===== src/hdl/psd_pkg.sv =====
// psd_pkg: opcode tables, decode record and state encoding for the
// second-page opcode decoder.
// assumes: one core clock; bytes arrive from logic on that same clock.
package psd_pkg;

    // prefix that opens the second opcode page
    localparam logic [7:0] PAGE2_PREFIX = 8'h9e;

    // high nibble of the opcode selects the column group
    localparam logic [3:0] ROW_RMW  = 4'h6;  // read-modify-write, short stack offset
    localparam logic [3:0] ROW_STK16 = 4'hd; // register/memory, long stack offset
    localparam logic [3:0] ROW_STK8  = 4'he; // register/memory, short stack offset
    localparam logic [3:0] ROW_WORD = 4'hf;  // 16-bit index pair, short stack offset

    // single opcodes outside the table groups
    localparam logic [7:0] OPC_PLD_NOF  = 8'hae;
    localparam logic [7:0] OPC_PLD_OF16 = 8'hbe;
    localparam logic [7:0] OPC_PLD_OF8  = 8'hce;
    localparam logic [7:0] OPC_PCMP_STK = 8'hf3;
    localparam logic [7:0] OPC_PLD_STK  = 8'hfe;
    localparam logic [7:0] OPC_PST_STK  = 8'hff;

    // instruction lengths in bytes, prefix included
    localparam logic [2:0] LEN_MIN   = 3'd2;
    localparam logic [2:0] LEN_SHORT = 3'd3;
    localparam logic [2:0] LEN_LONG  = 3'd4;

    // bus-cycle counts
    localparam logic [3:0] CYC_RMW     = 4'd6;
    localparam logic [3:0] CYC_TEST     = 4'd5;
    localparam logic [3:0] CYC_DECBR    = 4'd8;
    localparam logic [3:0] CYC_STK16    = 4'd5;
    localparam logic [3:0] CYC_STK8     = 4'd4;
    localparam logic [3:0] CYC_PCMP     = 4'd6;
    localparam logic [3:0] CYC_PLD_STK  = 4'd5;
    localparam logic [3:0] CYC_PST_STK  = 4'd5;
    localparam logic [3:0] CYC_PLD_NOF  = 4'd5;
    localparam logic [3:0] CYC_PLD_OF16 = 4'd6;
    localparam logic [3:0] CYC_PLD_OF8  = 4'd5;

    // operand byte counting
    localparam logic [2:0] OPERAND_STEP = 3'd1;
    localparam logic [1:0] OFS_NONE     = 2'd0;
    localparam logic [1:0] OFS_SHORT    = 2'd1;
    localparam logic [1:0] OFS_LONG     = 2'd2;
    localparam logic [15:0] OFS_CLEAR   = 16'h0000;

    typedef enum logic [4:0] {
        op_none, op_negate_operand, op_compare_branch_equal, op_complement,
        op_shift_right, op_rotate_right, op_arith_shift_right, op_shift_left,
        op_rotate_left, op_decrement, op_decrement_branch_nonzero, op_increment,
        op_test_operand, op_clear, op_subtract, op_compare, op_subtract_carry,
        op_index_compare, op_and, op_bit_test, op_load_acc, op_store_acc, op_xor,
        op_add_carry, op_or, op_add, op_load_index, op_store_index,
        op_index_pair_compare, op_index_pair_load, op_index_pair_store
    } psd_op_t;

    typedef enum logic [2:0] {
        mode_none, stack_offset8_mode, stack_offset16_mode,
        indexed_no_offset_mode, indexed_offset8_mode, indexed_offset16_mode
    } psd_mode_t;

    typedef enum logic [1:0] {
        ST_IDLE    = 2'b00,
        ST_PREFIX  = 2'b01,
        ST_OPERAND = 2'b11
    } psd_state_t;

    // one decoded entry as handed to fetch and sequencing
    typedef struct packed {
        psd_op_t   op;
        psd_mode_t mode;
        logic [2:0] len;
        logic [3:0] cycles;
        logic       illegal;
    } psd_dec_t;

    // operations by low nibble; op_none marks a hole
    localparam psd_op_t RMW_OPS [16] = '{
        op_negate_operand, op_compare_branch_equal, op_none, op_complement,
        op_shift_right, op_none, op_rotate_right, op_arith_shift_right,
        op_shift_left, op_rotate_left, op_decrement, op_decrement_branch_nonzero,
        op_increment, op_test_operand, op_none, op_clear};
    localparam psd_op_t REG_OPS [16] = '{
        op_subtract, op_compare, op_subtract_carry, op_index_compare,
        op_and, op_bit_test, op_load_acc, op_store_acc,
        op_xor, op_add_carry, op_or, op_add,
        op_none, op_none, op_load_index, op_store_index};

endpackage


===== src/hdl/psd_decoder.sv =====
// psd_decoder: decodes prefixed second-page opcodes, walks their operand
// bytes and forms the stack-relative effective address.
// assumes: the fetch unit shares i_clk_sys and i_rst_n and offers one
// instruction byte per i_byte_valid, in program order.
`timescale 1ns/10ps

// Behaviour
// - after the page-two prefix, the next byte decodes against page two
// - 9E60 is stack-short negate, three bytes, six cycles
// - 9E61 is stack-short compare-branch-equal, four bytes, six cycles
// - 9E6B is stack-short decrement-branch-nonzero, four bytes, eight cycles
// - 9E6D is stack-short test, three bytes, five cycles
// - other 9E6x read-modify-write ops: stack-short, three bytes, six cycles
// - 9EDx register/memory ops: stack-long, four bytes, five cycles
// - 9EEx register/memory ops: stack-short, three bytes, four cycles
// - 9EF3 is index pair compare, stack-short, three bytes, six cycles
// - 9EFE is index pair load, stack-short, three bytes, five cycles
// - 9EAE is index pair load, indexed no offset, two bytes, five cycles
// - 9EBE is index pair load, indexed long offset, four bytes, six cycles
// - 9ECE is index pair load, indexed short offset, three bytes, five cycles
// - stack address is stack pointer plus one or two offset bytes
// - each entry gives operation, mode, byte count and cycle count
module psd_decoder
    import psd_pkg::*;
(
    // clock and reset
    input  wire logic        i_clk_sys,
    input  wire logic        i_rst_n,
    // byte stream from fetch, and the stack pointer
    input  wire logic        i_byte_valid,
    input  wire logic [7:0]  i_byte,
    input  wire logic [15:0] i_sp,
    // decode result
    output psd_dec_t         o_dec,
    output logic             o_dec_valid,
    // stack-relative effective address and page-two activity flag
    output logic [15:0]      o_ea,
    output logic             o_ea_valid,
    output logic             o_page2_active
);

    // decode one second-page opcode byte into its entry
    function automatic psd_dec_t psd_decode(input logic [7:0] opc);
        psd_dec_t d;
        d = '{op: op_none, mode: mode_none, len: LEN_MIN, cycles: '0, illegal: 1'b1};
        if (opc[7:4] == ROW_RMW) begin
            d.op     = RMW_OPS[opc[3:0]];
            d.mode   = stack_offset8_mode;
            d.len    = LEN_SHORT;
            d.cycles = CYC_RMW;
            if (d.op == op_compare_branch_equal) begin
                d.len = LEN_LONG;
            end else if (d.op == op_decrement_branch_nonzero) begin
                d.len    = LEN_LONG;
                d.cycles = CYC_DECBR;
            end else if (d.op == op_test_operand) begin
                d.cycles = CYC_TEST;
            end
        end else if (opc[7:4] == ROW_STK16) begin
            d.op     = REG_OPS[opc[3:0]];
            d.mode   = stack_offset16_mode;
            d.len    = LEN_LONG;
            d.cycles = CYC_STK16;
        end else if (opc[7:4] == ROW_STK8) begin
            d.op     = REG_OPS[opc[3:0]];
            d.mode   = stack_offset8_mode;
            d.len    = LEN_SHORT;
            d.cycles = CYC_STK8;
        end else if (opc == OPC_PCMP_STK) begin
            d = '{op_index_pair_compare, stack_offset8_mode, LEN_SHORT, CYC_PCMP, 1'b0};
        end else if (opc == OPC_PLD_STK) begin
            d = '{op_index_pair_load, stack_offset8_mode, LEN_SHORT, CYC_PLD_STK, 1'b0};
        end else if (opc == OPC_PST_STK) begin
            d = '{op_index_pair_store, stack_offset8_mode, LEN_SHORT, CYC_PST_STK, 1'b0};
        end else if (opc == OPC_PLD_NOF) begin
            d = '{op_index_pair_load, indexed_no_offset_mode, LEN_MIN, CYC_PLD_NOF, 1'b0};
        end else if (opc == OPC_PLD_OF16) begin
            d = '{op_index_pair_load, indexed_offset16_mode, LEN_LONG, CYC_PLD_OF16, 1'b0};
        end else if (opc == OPC_PLD_OF8) begin
            d = '{op_index_pair_load, indexed_offset8_mode, LEN_SHORT, CYC_PLD_OF8, 1'b0};
        end
        // holes in the table groups fall back to the illegal entry
        if (d.op == op_none) begin
            d = '{op: op_none, mode: mode_none, len: LEN_MIN, cycles: '0, illegal: 1'b1};
        end else begin
            d.illegal = 1'b0;
        end
        return d;
    endfunction

    // offset bytes that follow the opcode for a mode
    function automatic logic [1:0] psd_ofs_bytes(input psd_mode_t m);
        logic [1:0] n;
        n = OFS_NONE;
        if (m == stack_offset8_mode || m == indexed_offset8_mode) begin
            n = OFS_SHORT;
        end else if (m == stack_offset16_mode || m == indexed_offset16_mode) begin
            n = OFS_LONG;
        end
        return n;
    endfunction

    psd_state_t state;
    psd_state_t next_state;
    psd_dec_t   dec_now;
    psd_mode_t  mode_q;
    logic [2:0]  remain;
    logic [1:0]  ofs_left;
    logic [15:0] ofs;
    logic [15:0] next_ofs;
    logic        take_opc;
    logic        take_opr;
    logic        last_opr;

    assign dec_now  = psd_decode(i_byte);
    assign take_opc = (state == ST_PREFIX) && i_byte_valid;
    assign take_opr = (state == ST_OPERAND) && i_byte_valid;
    assign last_opr = take_opr && (remain == OPERAND_STEP);
    // offset bytes arrive high byte first, so shifting left builds the word
    assign next_ofs = (ofs_left != OFS_NONE) ? {ofs[7:0], i_byte} : ofs;

    // sequencing: prefix, opcode, then operand bytes until the length is used
    always_comb begin
        next_state = state;
        case (state)
            ST_IDLE: begin
                if (i_byte_valid && i_byte == PAGE2_PREFIX) begin
                    next_state = ST_PREFIX;
                end
            end
            ST_PREFIX: begin
                if (i_byte_valid) begin
                    next_state = (dec_now.len == LEN_MIN) ? ST_IDLE : ST_OPERAND;
                end
            end
            ST_OPERAND: begin
                if (last_opr) begin
                    next_state = ST_IDLE;
                end
            end
            default: next_state = ST_IDLE;
        endcase
    end

    always_ff @(posedge i_clk_sys or negedge i_rst_n) begin
        if (!i_rst_n) begin
            state          <= ST_IDLE;
            o_page2_active <= 1'b0;
        end else begin
            state          <= next_state;
            o_page2_active <= (next_state != ST_IDLE);
        end
    end

    // operand counting; operand bytes are skipped so a 9E offset byte is
    // never mistaken for a fresh prefix
    always_ff @(posedge i_clk_sys or negedge i_rst_n) begin
        if (!i_rst_n) begin
            remain   <= '0;
            ofs_left <= OFS_NONE;
            ofs      <= OFS_CLEAR;
            mode_q   <= mode_none;
        end else if (take_opc) begin
            remain   <= dec_now.len - LEN_MIN;
            ofs_left <= psd_ofs_bytes(dec_now.mode);
            ofs      <= OFS_CLEAR;
            mode_q   <= dec_now.mode;
        end else if (take_opr) begin
            remain <= remain - OPERAND_STEP;
            ofs    <= next_ofs;
            if (ofs_left != OFS_NONE) begin
                ofs_left <= ofs_left - OFS_SHORT;
            end
        end
    end

    // decoded entry, presented once per opcode byte
    always_ff @(posedge i_clk_sys or negedge i_rst_n) begin
        if (!i_rst_n) begin
            o_dec       <= '{op: op_none, mode: mode_none, len: '0, cycles: '0, illegal: 1'b0};
            o_dec_valid <= 1'b0;
        end else begin
            o_dec_valid <= take_opc;
            if (take_opc) begin
                o_dec <= dec_now;
            end
        end
    end

    // effective address: stack pointer sampled with the last operand byte;
    // indexed forms need the index pair, which lives in the datapath
    always_ff @(posedge i_clk_sys or negedge i_rst_n) begin
        if (!i_rst_n) begin
            o_ea       <= '0;
            o_ea_valid <= 1'b0;
        end else begin
            o_ea_valid <= last_opr &&
                          (mode_q == stack_offset8_mode || mode_q == stack_offset16_mode);
            if (last_opr) begin
                o_ea <= i_sp + next_ofs;
            end
        end
    end
endmodule


===== config.mk =====
export PLATFORM = sky130hd
export DESIGN_NAME = psd_decoder
export DESIGN_NICKNAME = d
export VERILOG_FILES = /design/src/hdl/psd_pkg.sv /design/src/hdl/psd_decoder.sv
export SDC_FILE = /design/constraint.sdc
export NUM_CORES = 1
export LEC_CHECK = 0
export BUFFER_PORTS_ARGS = -buffer_cell sky130_fd_sc_hd__buf_2
export CORE_MARGIN = 3
export CORE_UTILIZATION = 25
export DETAILED_ROUTE_END_ITERATION = 6
export GPL_TIMING_DRIVEN = 0
export HOLD_SLACK_MARGIN = 0.03
export SYNTH_ARGS = -nofsm -noshare
export SYNTH_HDL_FRONTEND = slang
export SYNTH_SLANG_ARGS = --single-unit

===== constraint.sdc =====
create_clock -name i_clk_sys -period 6.4 [get_ports i_clk_sys]
set_clock_uncertainty 0.1 [all_clocks]
set_input_delay 0.32 -clock i_clk_sys [delete_from_list [all_inputs] [get_ports i_clk_sys]]
set_output_delay 0.32 -clock i_clk_sys [all_outputs]
set_load 0.05 [all_outputs]

After elaboration in Yosys (flattened, before gate mapping)
Memory sizes are Yosys's and may differ from the RTL's.
Cells that the tools add are included.
{"block": "word_totals", "register_bits": 58, "mem_bits_ro": 160, "input_bits": 27, "out_inout_bits": 35, "memories": 2}
{"block": "op_classes", "add_sub_neg": 4, "magnitude_cmp": 1, "eq_ne": 23, "mux": 35, "n_bitwise": 1, "n_reduce_logical": 15}
{"name": "(no name shown)", "depth": 16, "word_bits": 5, "read_ports": 1, "rd_ports_with_merged_regs": 0, "wr": 0, "line_no": "psd_decoder.sv:65", "rtl": "d.op = REG_OPS[opc[3:0]];"}
{"name": "(no name shown)", "depth": 16, "word_bits": 5, "read_ports": 1, "rd_ports_with_merged_regs": 0, "wr": 0, "line_no": "psd_decoder.sv:47", "rtl": "d.op = RMW_OPS[opc[3:0]];"}
{"operator": "16-bit 2-to-1 mux", "n": 9}
{"operator": "15-bit 2-to-1 mux", "n": 4}
{"operator": "8-bit equality test (second input constant)", "n": 7}
{"operator": "2-bit 2-to-1 mux", "n": 10}
{"operator": "5-bit 2-to-1 mux", "n": 4}
{"operator": "16-bit adder", "n": 1}
{"operator": "3-bit 2-to-1 mux", "n": 4}
{"operator": "5-bit by 4-bit equality test with 1-bit output (second input constant)", "n": 2}
{"operator": "3-bit by 1-bit equality test with 1-bit output (second input constant)", "n": 3}
{"operator": "3-bit by 2-bit equality test with 1-bit output (second input constant)", "n": 3}
{"operator": "4-bit equality test (second input constant)", "n": 2}
{"operator": "4-bit 2-to-1 mux", "n": 2}
{"operator": "2-bit nonzero test", "n": 4}
{"operator": "3-bit equality test (second input constant)", "n": 2}
{"operator": "2-bit case mux with 3 select lines", "n": 1}
{"operator": "5-bit by 2-bit equality test with 1-bit output (second input constant)", "n": 1}
{"operator": "5-bit greater-or-equal comparator (second input constant)", "n": 1}
{"operator": "1-bit logical AND", "n": 5}
{"operator": "5-bit zero test", "n": 1}
{"operator": "4-bit inverter with 5-bit output", "n": 1}
{"operator": "4-bit by 3-bit equality test with 1-bit output (second input constant)", "n": 1}
{"operator": "1-bit logical OR", "n": 3}
{"operator": "3-bit by 1-bit subtractor with 3-bit output (second input constant)", "n": 1}
{"operator": "3-bit by 2-bit subtractor with 3-bit output (second input constant)", "n": 1}
{"operator": "6 further kinds", "n": 6}

Depth between registers and ports, before layout
Gate-level depths: netlist of the first run.
{"block": "depth", "ltp_word": 17, "depth_mapped": 16, "mapped_depth_nobuf": 14}

Least setup slack after synthesis of the first run
No wires, ideal clock.
{"block": "synth_timing", "path_type": "register to register", "from": "register ofs_left[0]", "to": "register o_ea[15]", "arrival_time_ns": 3.176, "required_time_ns": 6.172, "slack_ns": 2.996, "stages_incl_launch_ff": 15, "n_path_buf": 2, "cell_sequence": "dfrtp_1 -> inv_1 -> ha_1 -> clkbuf_1 -> clkbuf_1 -> mux2_2 -> ha_1 -> a21o_1 -> a21oi_1 -> a21oi_1 -> o31ai_1 -> o21ai_0 -> a21oi_1 -> mux2i_1 -> o21ai_0"}
{"block": "synth_via", "elab_chain_cells": 3}
{"item": "start: declaration", "line_no": "psd_decoder.sv:108", "rtl": "logic [1:0] ofs_left;"}
{"item": "start signal: assignment", "line_no": "psd_decoder.sv:165", "rtl": "ofs_left <= psd_ofs_bytes(dec_now.mode);"}
{"item": "start signal: assignment", "line_no": "psd_decoder.sv:172", "rtl": "ofs_left <= ofs_left - OFS_SHORT;"}
{"item": "2-bit nonzero test", "line_no": "psd_decoder.sv:120", "rtl": "assign next_ofs = (ofs_left != OFS_NONE) ? {ofs[7:0], i_byte} : ofs;"}
{"item": "16-bit 2-to-1 mux", "line_no": "psd_decoder.sv:120"}
{"item": "16-bit adder", "line_no": "psd_decoder.sv:200", "rtl": "o_ea <= i_sp + next_ofs;"}
{"item": "end signal: assignment", "line_no": "psd_decoder.sv:200"}
{"item": "end: declaration", "line_no": "psd_decoder.sv:37", "rtl": "output logic [15:0] o_ea,"}
Every way passes these cells.
A chain may end at the register's enable or synchronous reset.

Worst setup path in the final report of the first run
Same ends and word-level chain as after synthesis.

==> results of run 1 <==
-- report_power, final --
group,internal (mW),switching (mW)
Sequential,0.373,0.00350
Combinational,0.0741,0.118
Clock,0.270,0.171
-- through the flow --
stage	instances	worst slack (ns)
floorplan	447	3.00
global placement	719	2.46
detailed placement	719	2.39
CTS	735	2.38
global route	736	2.06
finish	736	2.40
-- worst reg2reg max path: cells and delay by family, from the launching register on --
family / cells / cell delay, ns
compound gates: 7 / 1.46
buf+inv: 3 / 0.82
mux: 2 / 0.63
fa+ha+maj: 2 / 0.49
flops: 1 / 0.39
-- flip-flops by register name, summed over array words and instances (netlist names) --
register and cells:
o_dec 16, o_dec_valid 1, o_ea 16, o_ea_valid 1
o_page2_active 1, ofs 16, ofs_left 2, remain 3
state 2
-- layout make-up --
| type | count | share of cell area [%] |
|---|---|---|
| timing repair buffer | 62 | 6.68 |
| sequential | 58 | 30.5 |
| tap | 211 | 5.55 |
| buffer | 25 | 2.76 |
| inverter | 11 | 0.868 |
| clock inverter | 5 | 0.631 |
| clock buffer | 11 | 5.10 |
| multi-input combinational | 353 | 47.9 |
-- routing by layer --
layer | track usage [%] | up-vias
met2 | 21.6 | 72
met5 | 0 | -
met1 | 16.1 | 1688
met3 | 2.80 | 16
li1 | - | 1739
met4 | 5.44 | 0
-- path summary, 6_finish.rpt --
kind,end,slack (ns)
setup / recovery,o_ea[15],2.40
hold reg to reg,o_ea[0],0.37
setup reg to reg,o_ea[15],2.40
max in group asynchronous,o_dec[7],5.18
hold / removal,remain[0],0.33
min in group asynchronous,o_ea[7],0.50
-- cells by family (layout without fill, tap and decap cells) --
logic type               after synthesis  after routing  share of synthesized area [%]
XOR/XNOR                              14             14                           3.14
AND/OR/NAND/NOR                      170            170                           20.2
flip-flops                            58             58                           37.2
buffers and inverters                 36            114                           4.42
multiplexers                          16             16                           4.46
AO/OA/AOI/OAI                        127            127                           22.1
adder cells (fa/ha/maj)               26             26                           8.53
-- synth_stat cells (8+ instances only) --
| master | count |
|---|---|
| sky130_fd_sc_hd__a21o_1 | 8 |
| sky130_fd_sc_hd__a21oi_1 | 15 |
| sky130_fd_sc_hd__clkbuf_1 | 18 |
| sky130_fd_sc_hd__dfrtp_1 | 58 |
| sky130_fd_sc_hd__ha_1 | 25 |
| sky130_fd_sc_hd__inv_1 | 10 |
| sky130_fd_sc_hd__mux2_2 | 11 |
| sky130_fd_sc_hd__nand2_1 | 103 |
| sky130_fd_sc_hd__nand2b_1 | 9 |
| sky130_fd_sc_hd__nand3_1 | 8 |
| sky130_fd_sc_hd__nor2_1 | 16 |
| sky130_fd_sc_hd__nor3_1 | 9 |
| sky130_fd_sc_hd__o21ai_0 | 52 |
-- repair_timing --
item                                   in CTS  in global routing
buffers inserted                            0                  0
endpoints found under the hold margin       0                  4
hold buffers                                0                  1
==> results by stage, run 1 <==
STA:
- Static timing analysis puts the maximum clock frequency at 0.250 GHz.
- Measured against its own limit, the worst slew margin works out to between 40% and 50%.
- The number of slew-limit violations in the final report came to 0.
- Setup violations remaining at the end of the flow were counted as 0.
- The number of hold violations in the final report is 0.
- The worst path in the final design needs a cycle of about 4.0 ns, including I/O delays and setup.
- The worst slack on hold paths is 0.329 ns.
- Setup repair after global routing left no endpoint under its margin.
- The setup TNS is 0 ns.
- The worst path uses 62.5% of the clock period.
- The slew at the pin closest to its max-slew limit is 0.756 ns.

Logic synthesis:
- Summed over all instances, the cell type with the most area after synthesis is sky130_fd_sc_hd__dfrtp_1.
- After synthesis the netlist holds a flip-flop and latch count of 58.
- Averaged over all synthesized cells, the footprint is about 8.7 µm².
- Synthesis handed over a netlist of 447 instances.
- The area share of the largest cell type after synthesis is about 37%.
- By area the synthesized netlist is led by sky130_fd_sc_hd__dfrtp_1 37%, sky130_fd_sc_hd__nand2_1 9.9%, sky130_fd_sc_hd__ha_1 8.0%.
- During synthesis, Yosys emitted a total of 0 warnings.
- The synthesized netlist contains about 70 unique library cells.
- The proportion of synthesized chip area in sequential cells is 37.2%.
- For this run, asynchronously set or reset flops after synthesis account for between 90% and 100%.
- The synthesized design contains 0 enable-type register cells.
- The netlist area before placement is between 3000 and 4000 µm².
- For this run, the leading register cell type out of synthesis is sky130_fd_sc_hd__dfrtp_1.
- The net count after synthesis is 500.

Final layout:
- The final-stage net count is about 570.
- The layout overhead on the synthesized area is 21.9%.
- The number of filler instances in the final layout is about 1600.
- The flip-flop and latch area is 1450 µm².
- Leaving out fill and tap cells, the most frequent cells in the layout are 103 x sky130_fd_sc_hd__nand2_1, 62 x sky130_fd_sc_hd__buf_2, 58 x sky130_fd_sc_hd__dfrtp_1.
- The layout cell share with drive strength beyond 1 is between 20% and 30%.
- Leaving out fill and tap cells, the most frequent cell in the layout is sky130_fd_sc_hd__nand2_1.
- The area used by multi-input combinational logic is 2280 µm².
- 0 antenna diodes ended up in the layout.
- The final standard cell utilization of the core is a little under a third.
- The total non-filler cell area in the finished layout is approximately 4800 µm².

Routing:
- After detailed routing, no signal wire sits above met4.
- The routed via count is approximately 3500.
- The detailed-route vias per instance is roughly 4.8.
- The met2 wire length is approximately 5200 µm.
- The mean routed wirelength per cell is ~15 µm.
- The length of the first detailed-routing pass in iterations is 5.
- The iteration-0 DRC count of the detailed router is 153.
- After detailed routing, the met3 layer carries between 400 and 500 µm of wire.
- The routed metal-1 wirelength is about 4800 µm.
- The number of design rule violations left after detail routing is 0.
- The total wirelength of the detailed-routed design is 10800 µm.
- The remaining antenna violation count is 0.

Place:
- The congestion estimate from routability-driven global placement came to 0.920.
- The HPWL reported at the end of detailed placement is 8390 µm.
- The placement-stage cell area is between 4000 and 5000 µm².
- Buffers placed on the I/O ports in this run total just over 60.

Status:
- The run finished with clean final reports.

Global routing:
- Across every metal layer, demand over resource in global routing totals between 10% and 20%.
- The maximum number of pins on one net before global-route repair is a little under 60.
- The first-pass GRT wire length is approximately 17000 µm.
- The overflow left after global routing is 0.
- The initial antenna violation count is 0.
- The via count of the first global-routing pass is between 3000 and 4000.

Clock tree:
- The H-tree was split into 3 levels.
- TritonCTS created 9 clock buffers.
- The maximum buffer depth of the clock tree is 2.
- TritonCTS built the clock tree.
- After clock tree synthesis, the clock-pin slew on the worst setup and hold paths is 0.05 ns.
- The clock reaches the later pin of the worst-skew pair after approximately 0.33 ns.
- The tree is rooted in a sky130_fd_sc_hd__clkbuf_16.
- The number of gates resized after CTS was 0.
- Counting every sink on the clock net gives 58.

Critical path:
- The signal on the critical path passes through inv_1 -> ha_1 -> clkbuf_1 -> clkbuf_1 -> mux2_2 -> ha_1 -> a21o_1 -> a21oi_1 -> a21oi_1 -> o31ai_1 -> o21ai_0 -> a21oi_1 -> mux2i_1 -> o21ai_0.
- STA classifies the critical path startpoint as a flip-flop.
- The origin of the critical flop-to-flop path is ofs_left[0].
- The first element of the critical path is ofs_left[0].
- The critical path in this run is classified as flip-flop to flip-flop.
- The number of buffers and inverters on the critical path is 3.
- The largest single stage delay on the critical path is approximately 0.48 ns.
- For the worst flop-to-flop path, the logic depth is 14.
- The slowest stage of the critical path is the sky130_fd_sc_hd__clkbuf_1 cell.
- The endpoint class of the critical path is a flip-flop.
- The cell class contributing the biggest share of worst-path delay is compound AO/OA/AOI/OAI gates.
- For the worst setup path, the data arrival time is 4.10 ns.
- The most prevalent standard cell on the critical path is sky130_fd_sc_hd__a21oi_1.
- The required time of the critical path is about 6.5 ns.
- Of all nets on the critical path, the largest fanout is 10.
- The logic depth of the worst setup path including buffers is 14.

Power:
- Dividing total power by cell area gives a power density of around 210 nW/µm².
- The maximum ir drop on the vdd rail is 0.000119 V.
- For this design the static power due to leakage is 2.24 nW.
- Total power for the finished layout comes to a little over 1 mW.

Floorplan:
- The effective utilization at floorplan is 25.6%.
- In this run the core area contains 45 standard-cell rows.
- The I/O pin count is a little over 60.
- After floorplanning, the core was sized to cover approximately 15000 µm².
- The die is 131 µm tall.
- The die outline width is ~130 µm.
- The die covers roughly 17000 µm².

Hold path:
- The min-delay analysis places its worst path in the category input port to flip-flop.
- The number of cells on the worst hold path is 3.
- The beginning of the worst hold path is i_byte_valid.

Run:
- The tool flagged a number of max-cap violations equal to 0.
Note: power is estimated with default switching activity, not from simulation.
==> run 2, diff against run 1 <==
==> constraint.sdc (replaced) <==
create_clock -name i_clk_sys -period 3.95 [get_ports i_clk_sys]
set_clock_uncertainty 0.1 [all_clocks]
set_input_delay 0.1975 -clock i_clk_sys [delete_from_list [all_inputs] [get_ports i_clk_sys]]
set_output_delay 0.1975 -clock i_clk_sys [all_outputs]
set_load 0.05 [all_outputs]
==> run 2 against run 1 <==
Critical path depth fell by 1. Highest routed layer unchanged. Global-route usage did not move. Utilization rose by 0.074 points. Total power rose by 62%. Flip-flop and latch count did not move. Critical endpoint unchanged. Via count fell by 0.51%. Sequential share of layout area fell by 0.072 points. Wire length rose by 0.69%. Register-to-register slack got worse by 2.1 ns.
==> results by stage, run 2 (same netlist as run 1, synthesis figures left out) <==
Status:
- The run finished with clean final reports.

Critical path:
- The required time of the critical path is a little over 4 ns.
- The capture instance of the worst register-to-register path is o_ea[15].
- The signal arrival time at the worst endpoint is between 3 and 4 ns.
- The depth of the worst register-to-register path is 13.
- The endpoint class of the critical path is a flip-flop.
- In this run the critical register-to-register path is launched from ofs_left[0].
- The setup slack on the worst flop-to-flop path is between 0.3 and 0.4 ns.
- By startpoint and endpoint, the worst setup path is classified as flip-flop to flip-flop.
- Of all nets on the critical path, the largest fanout is 10.
- The element type at the critical path start is a flip-flop.
- Following the worst setup path forward leads to its endpoint at o_ea[15].
- Tracing the worst setup path back leads to its startpoint at ofs_left[0].

Place:
- Input and output buffers added on the ports amount to roughly 60.
- The HPWL reported at the end of detailed placement is between 8000 and 9000 µm.
- In this run the cell area measured after placement is about 4500 µm².
- The congestion estimate from routability-driven global placement came to 0.920.

Routing:
- The detailed router finished its first iteration with ~180 violations.
- Summing over every cut layer, the via total after detailed routing is roughly 3500.
- The first TritonRoute pass finished after 4 iterations.
- The mean routed wirelength per cell is 14.8 µm.
- The remaining antenna violation count is 0.
- The number of design rule violations left after detail routing is 0.
- Dividing the detail-routed via count by the number of cells gives 4.76.
- After detailed routing, the total wire length is about 11000 µm.

STA:
- The setup TNS is 0 ns.
- Counting I/O delays and the setup requirement, the final critical path takes roughly 3.6 ns.
- Setup repair after global routing left no endpoint under its margin.
- The number of hold violations in the final report is 0.
- The worst path uses just over 90% of the clock period.
- The slew at the pin closest to its max-slew limit is approximately 0.75 ns.
- The number of slew-limit violations in the final report is 0.
- Setup violations remaining at the end of the flow were counted as 0.
- The relative slew slack is roughly half.
- Timing would allow up to between 0.2 and 0.3 GHz.

Final layout:
- The total non-filler cell area in the finished layout is between 4000 and 5000 µm².
- The layout cell share with drive strength beyond 1 is between 20% and 30%.
- The layout overhead on the synthesized area is 22.2%.
- The final-stage net count is between 500 and 600.
- After filler insertion, the fill cell instance count of the layout stands at 1601.
- In the layout the commonest cells are 103 x sky130_fd_sc_hd__nand2_1, 62 x sky130_fd_sc_hd__buf_2, 58 x sky130_fd_sc_hd__dfrtp_1.
- 0 antenna diodes ended up in the layout.
- The largest registers in the layout are o_dec x16, o_ea x16, ofs x16.
- The most common cell after layout, fill and taps aside is sky130_fd_sc_hd__nand2_1.

Floorplan:
- The floorplan step set the die height to roughly 130 µm.
- The initial utilization of the core area, before any placement, comes to 25.6%.
- The total area inside the core boundary comes to between 15000 and 20000 µm².
- The floorplan die area is roughly 17000 µm².
- For this design the top-level I/O count stands at 62.
- From left edge to right edge, the die measures 131 µm.
- In this run the core area contains 45 standard-cell rows.

Global routing:
- The initial antenna violation count is 0.
- The first-pass GRT wire length is 17300 µm.
- The met1 demand-to-capacity share in global routing is roughly 16%.
- The total track usage is about 13%.
- The via count of the first global-routing pass is 3445.
- Entering global routing, the biggest net connects 59 pins.
- The global-route met2 utilization is 21.6%.
- The busiest layer in global routing is met2.
- The met3 demand-to-capacity share in global routing is about 2.8%.
- After global routing the overflow that remains totals 0.

Clock tree:
- The number of H-tree levels is 3.
- Clock-pin slew was measured on the worst setup and hold paths at ~0.050 ns.
- The TritonCTS clock tree is built.
- The cell sitting at the root of the clock tree is a sky130_fd_sc_hd__clkbuf_16.
- No sink is reached through more buffers than the 2 on the longest clock path.
- The number of buffers inserted during clock tree synthesis is 9.
- CTS saw a little under 60 sinks.
- The clock latency at the later pin of the worst-skew pair is 0.33 ns.

Power:
- The clock network burns between 40% and 50% of the power.
- Internal power comes to around 1.2 mW.
- Of the total power, the share spent switching nets is 29.0%.
- Summed over all nets, the switching power comes to 0.475 mW.
- The maximum ir drop on the vdd rail is between 0.00015 and 0.0002 V.
- For this design the static power due to leakage is 2.25 nW.
- Power spread over the standard cell area amounts to around 340 nW/µm².
- The sequential share of power is a little under two fifths.
- Combinational logic is responsible for ~19% of the overall power.
- The overall power of the completed layout is ~1.6 mW.

Run:
- The number of maximum-capacitance violations is 0.

Hold path:
- The class of the tightest hold or removal check is input port to flip-flop.
==> run 2: worst min-delay path by stage <==
stage	start	endpoint	slack, ns	cells past startpoint
after floorplan	i_rst_n	o_dec[0]	-0.20	0
after global placement	o_dec[0]	o_dec[0]	0.35	2
final	i_sp[0]	o_ea[0]	0.21	4
after global routing	i_byte[7]	o_dec[10]	0.22	3
after CTS	i_rst_n	o_ea[3]	0.12	1
after detailed placement	o_ea[0]	o_ea[0]	0.36	2
==> run 2: metal layers <==
| metal | up-vias | share of wire [%] |
|---|---|---|
| met5 | - | 0 |
| met4 | 0 | 2.3 |
| met3 | 15 | 3.9 |
| met2 | 64 | 49 |
| met1 | 1682 | 45 |
| li1 | 1736 | - |
==> run 2: worst max-delay path, stage by stage (launching register included) <==
cell and delay, ns:
sky130_fd_sc_hd__dfrtp_1 0.39, sky130_fd_sc_hd__inv_1 0.10, sky130_fd_sc_hd__ha_1 0.29, sky130_fd_sc_hd__clkbuf_4 0.28, sky130_fd_sc_hd__mux2_2 0.37, sky130_fd_sc_hd__ha_1 0.34
sky130_fd_sc_hd__a21o_1 0.18, sky130_fd_sc_hd__a21oi_1 0.18, sky130_fd_sc_hd__a21oi_1 0.15, sky130_fd_sc_hd__o31ai_2 0.35, sky130_fd_sc_hd__o21ai_0 0.21, sky130_fd_sc_hd__a21oi_1 0.24
sky130_fd_sc_hd__mux2i_1 0.21, sky130_fd_sc_hd__o21ai_0 0.11
==> run 2: layout make-up <==
class | count | area [µm²] | share of cell area, %
repair buffers | 62 | 318 | 6.66
inverters | 11 | 41.3 | 0.866
clock inverters | 5 | 30.0 | 0.630
flip-flops and latches | 58 | 1450 | 30.4
clock buffers | 11 | 243 | 5.09
well taps | 211 | 264 | 5.54
multi-input cells | 353 | 2290 | 48.0
plain buffers | 24 | 133 | 2.78
==> run 2: timing repair <==
item	in CTS	in global routing
endpoints found under the setup margin	3	3
hold buffers	0	1
setup buffers	0	0
hold endpoints to repair	0	58
gates cloned	0	0
gates resized for setup	1	6
==> run 2: through the flow <==
stage	worst slack (ns)	hold WS [ns]	utilization (%)	instances
floorplan	0.546	-0.198	-	447
global placement	0.00881	0.355	29.3	719
detailed placement	-0.0602	0.360	29.3	719
CTS	0.00582	0.125	31.1	735
global route	0.0502	0.219	31.3	735
finish	0.316	0.206	31.3	735
==> run 2: power groups by stage <==
stage	logic [mW]	clock network, mW	registers (mW)
global placement	0.307	0	0.620
finish	0.316	0.713	0.610
detailed placement	0.311	0	0.621
floorplan	0.199	0	0.641
CTS	0.314	0.729	0.610
global route	0.351	0.754	0.611
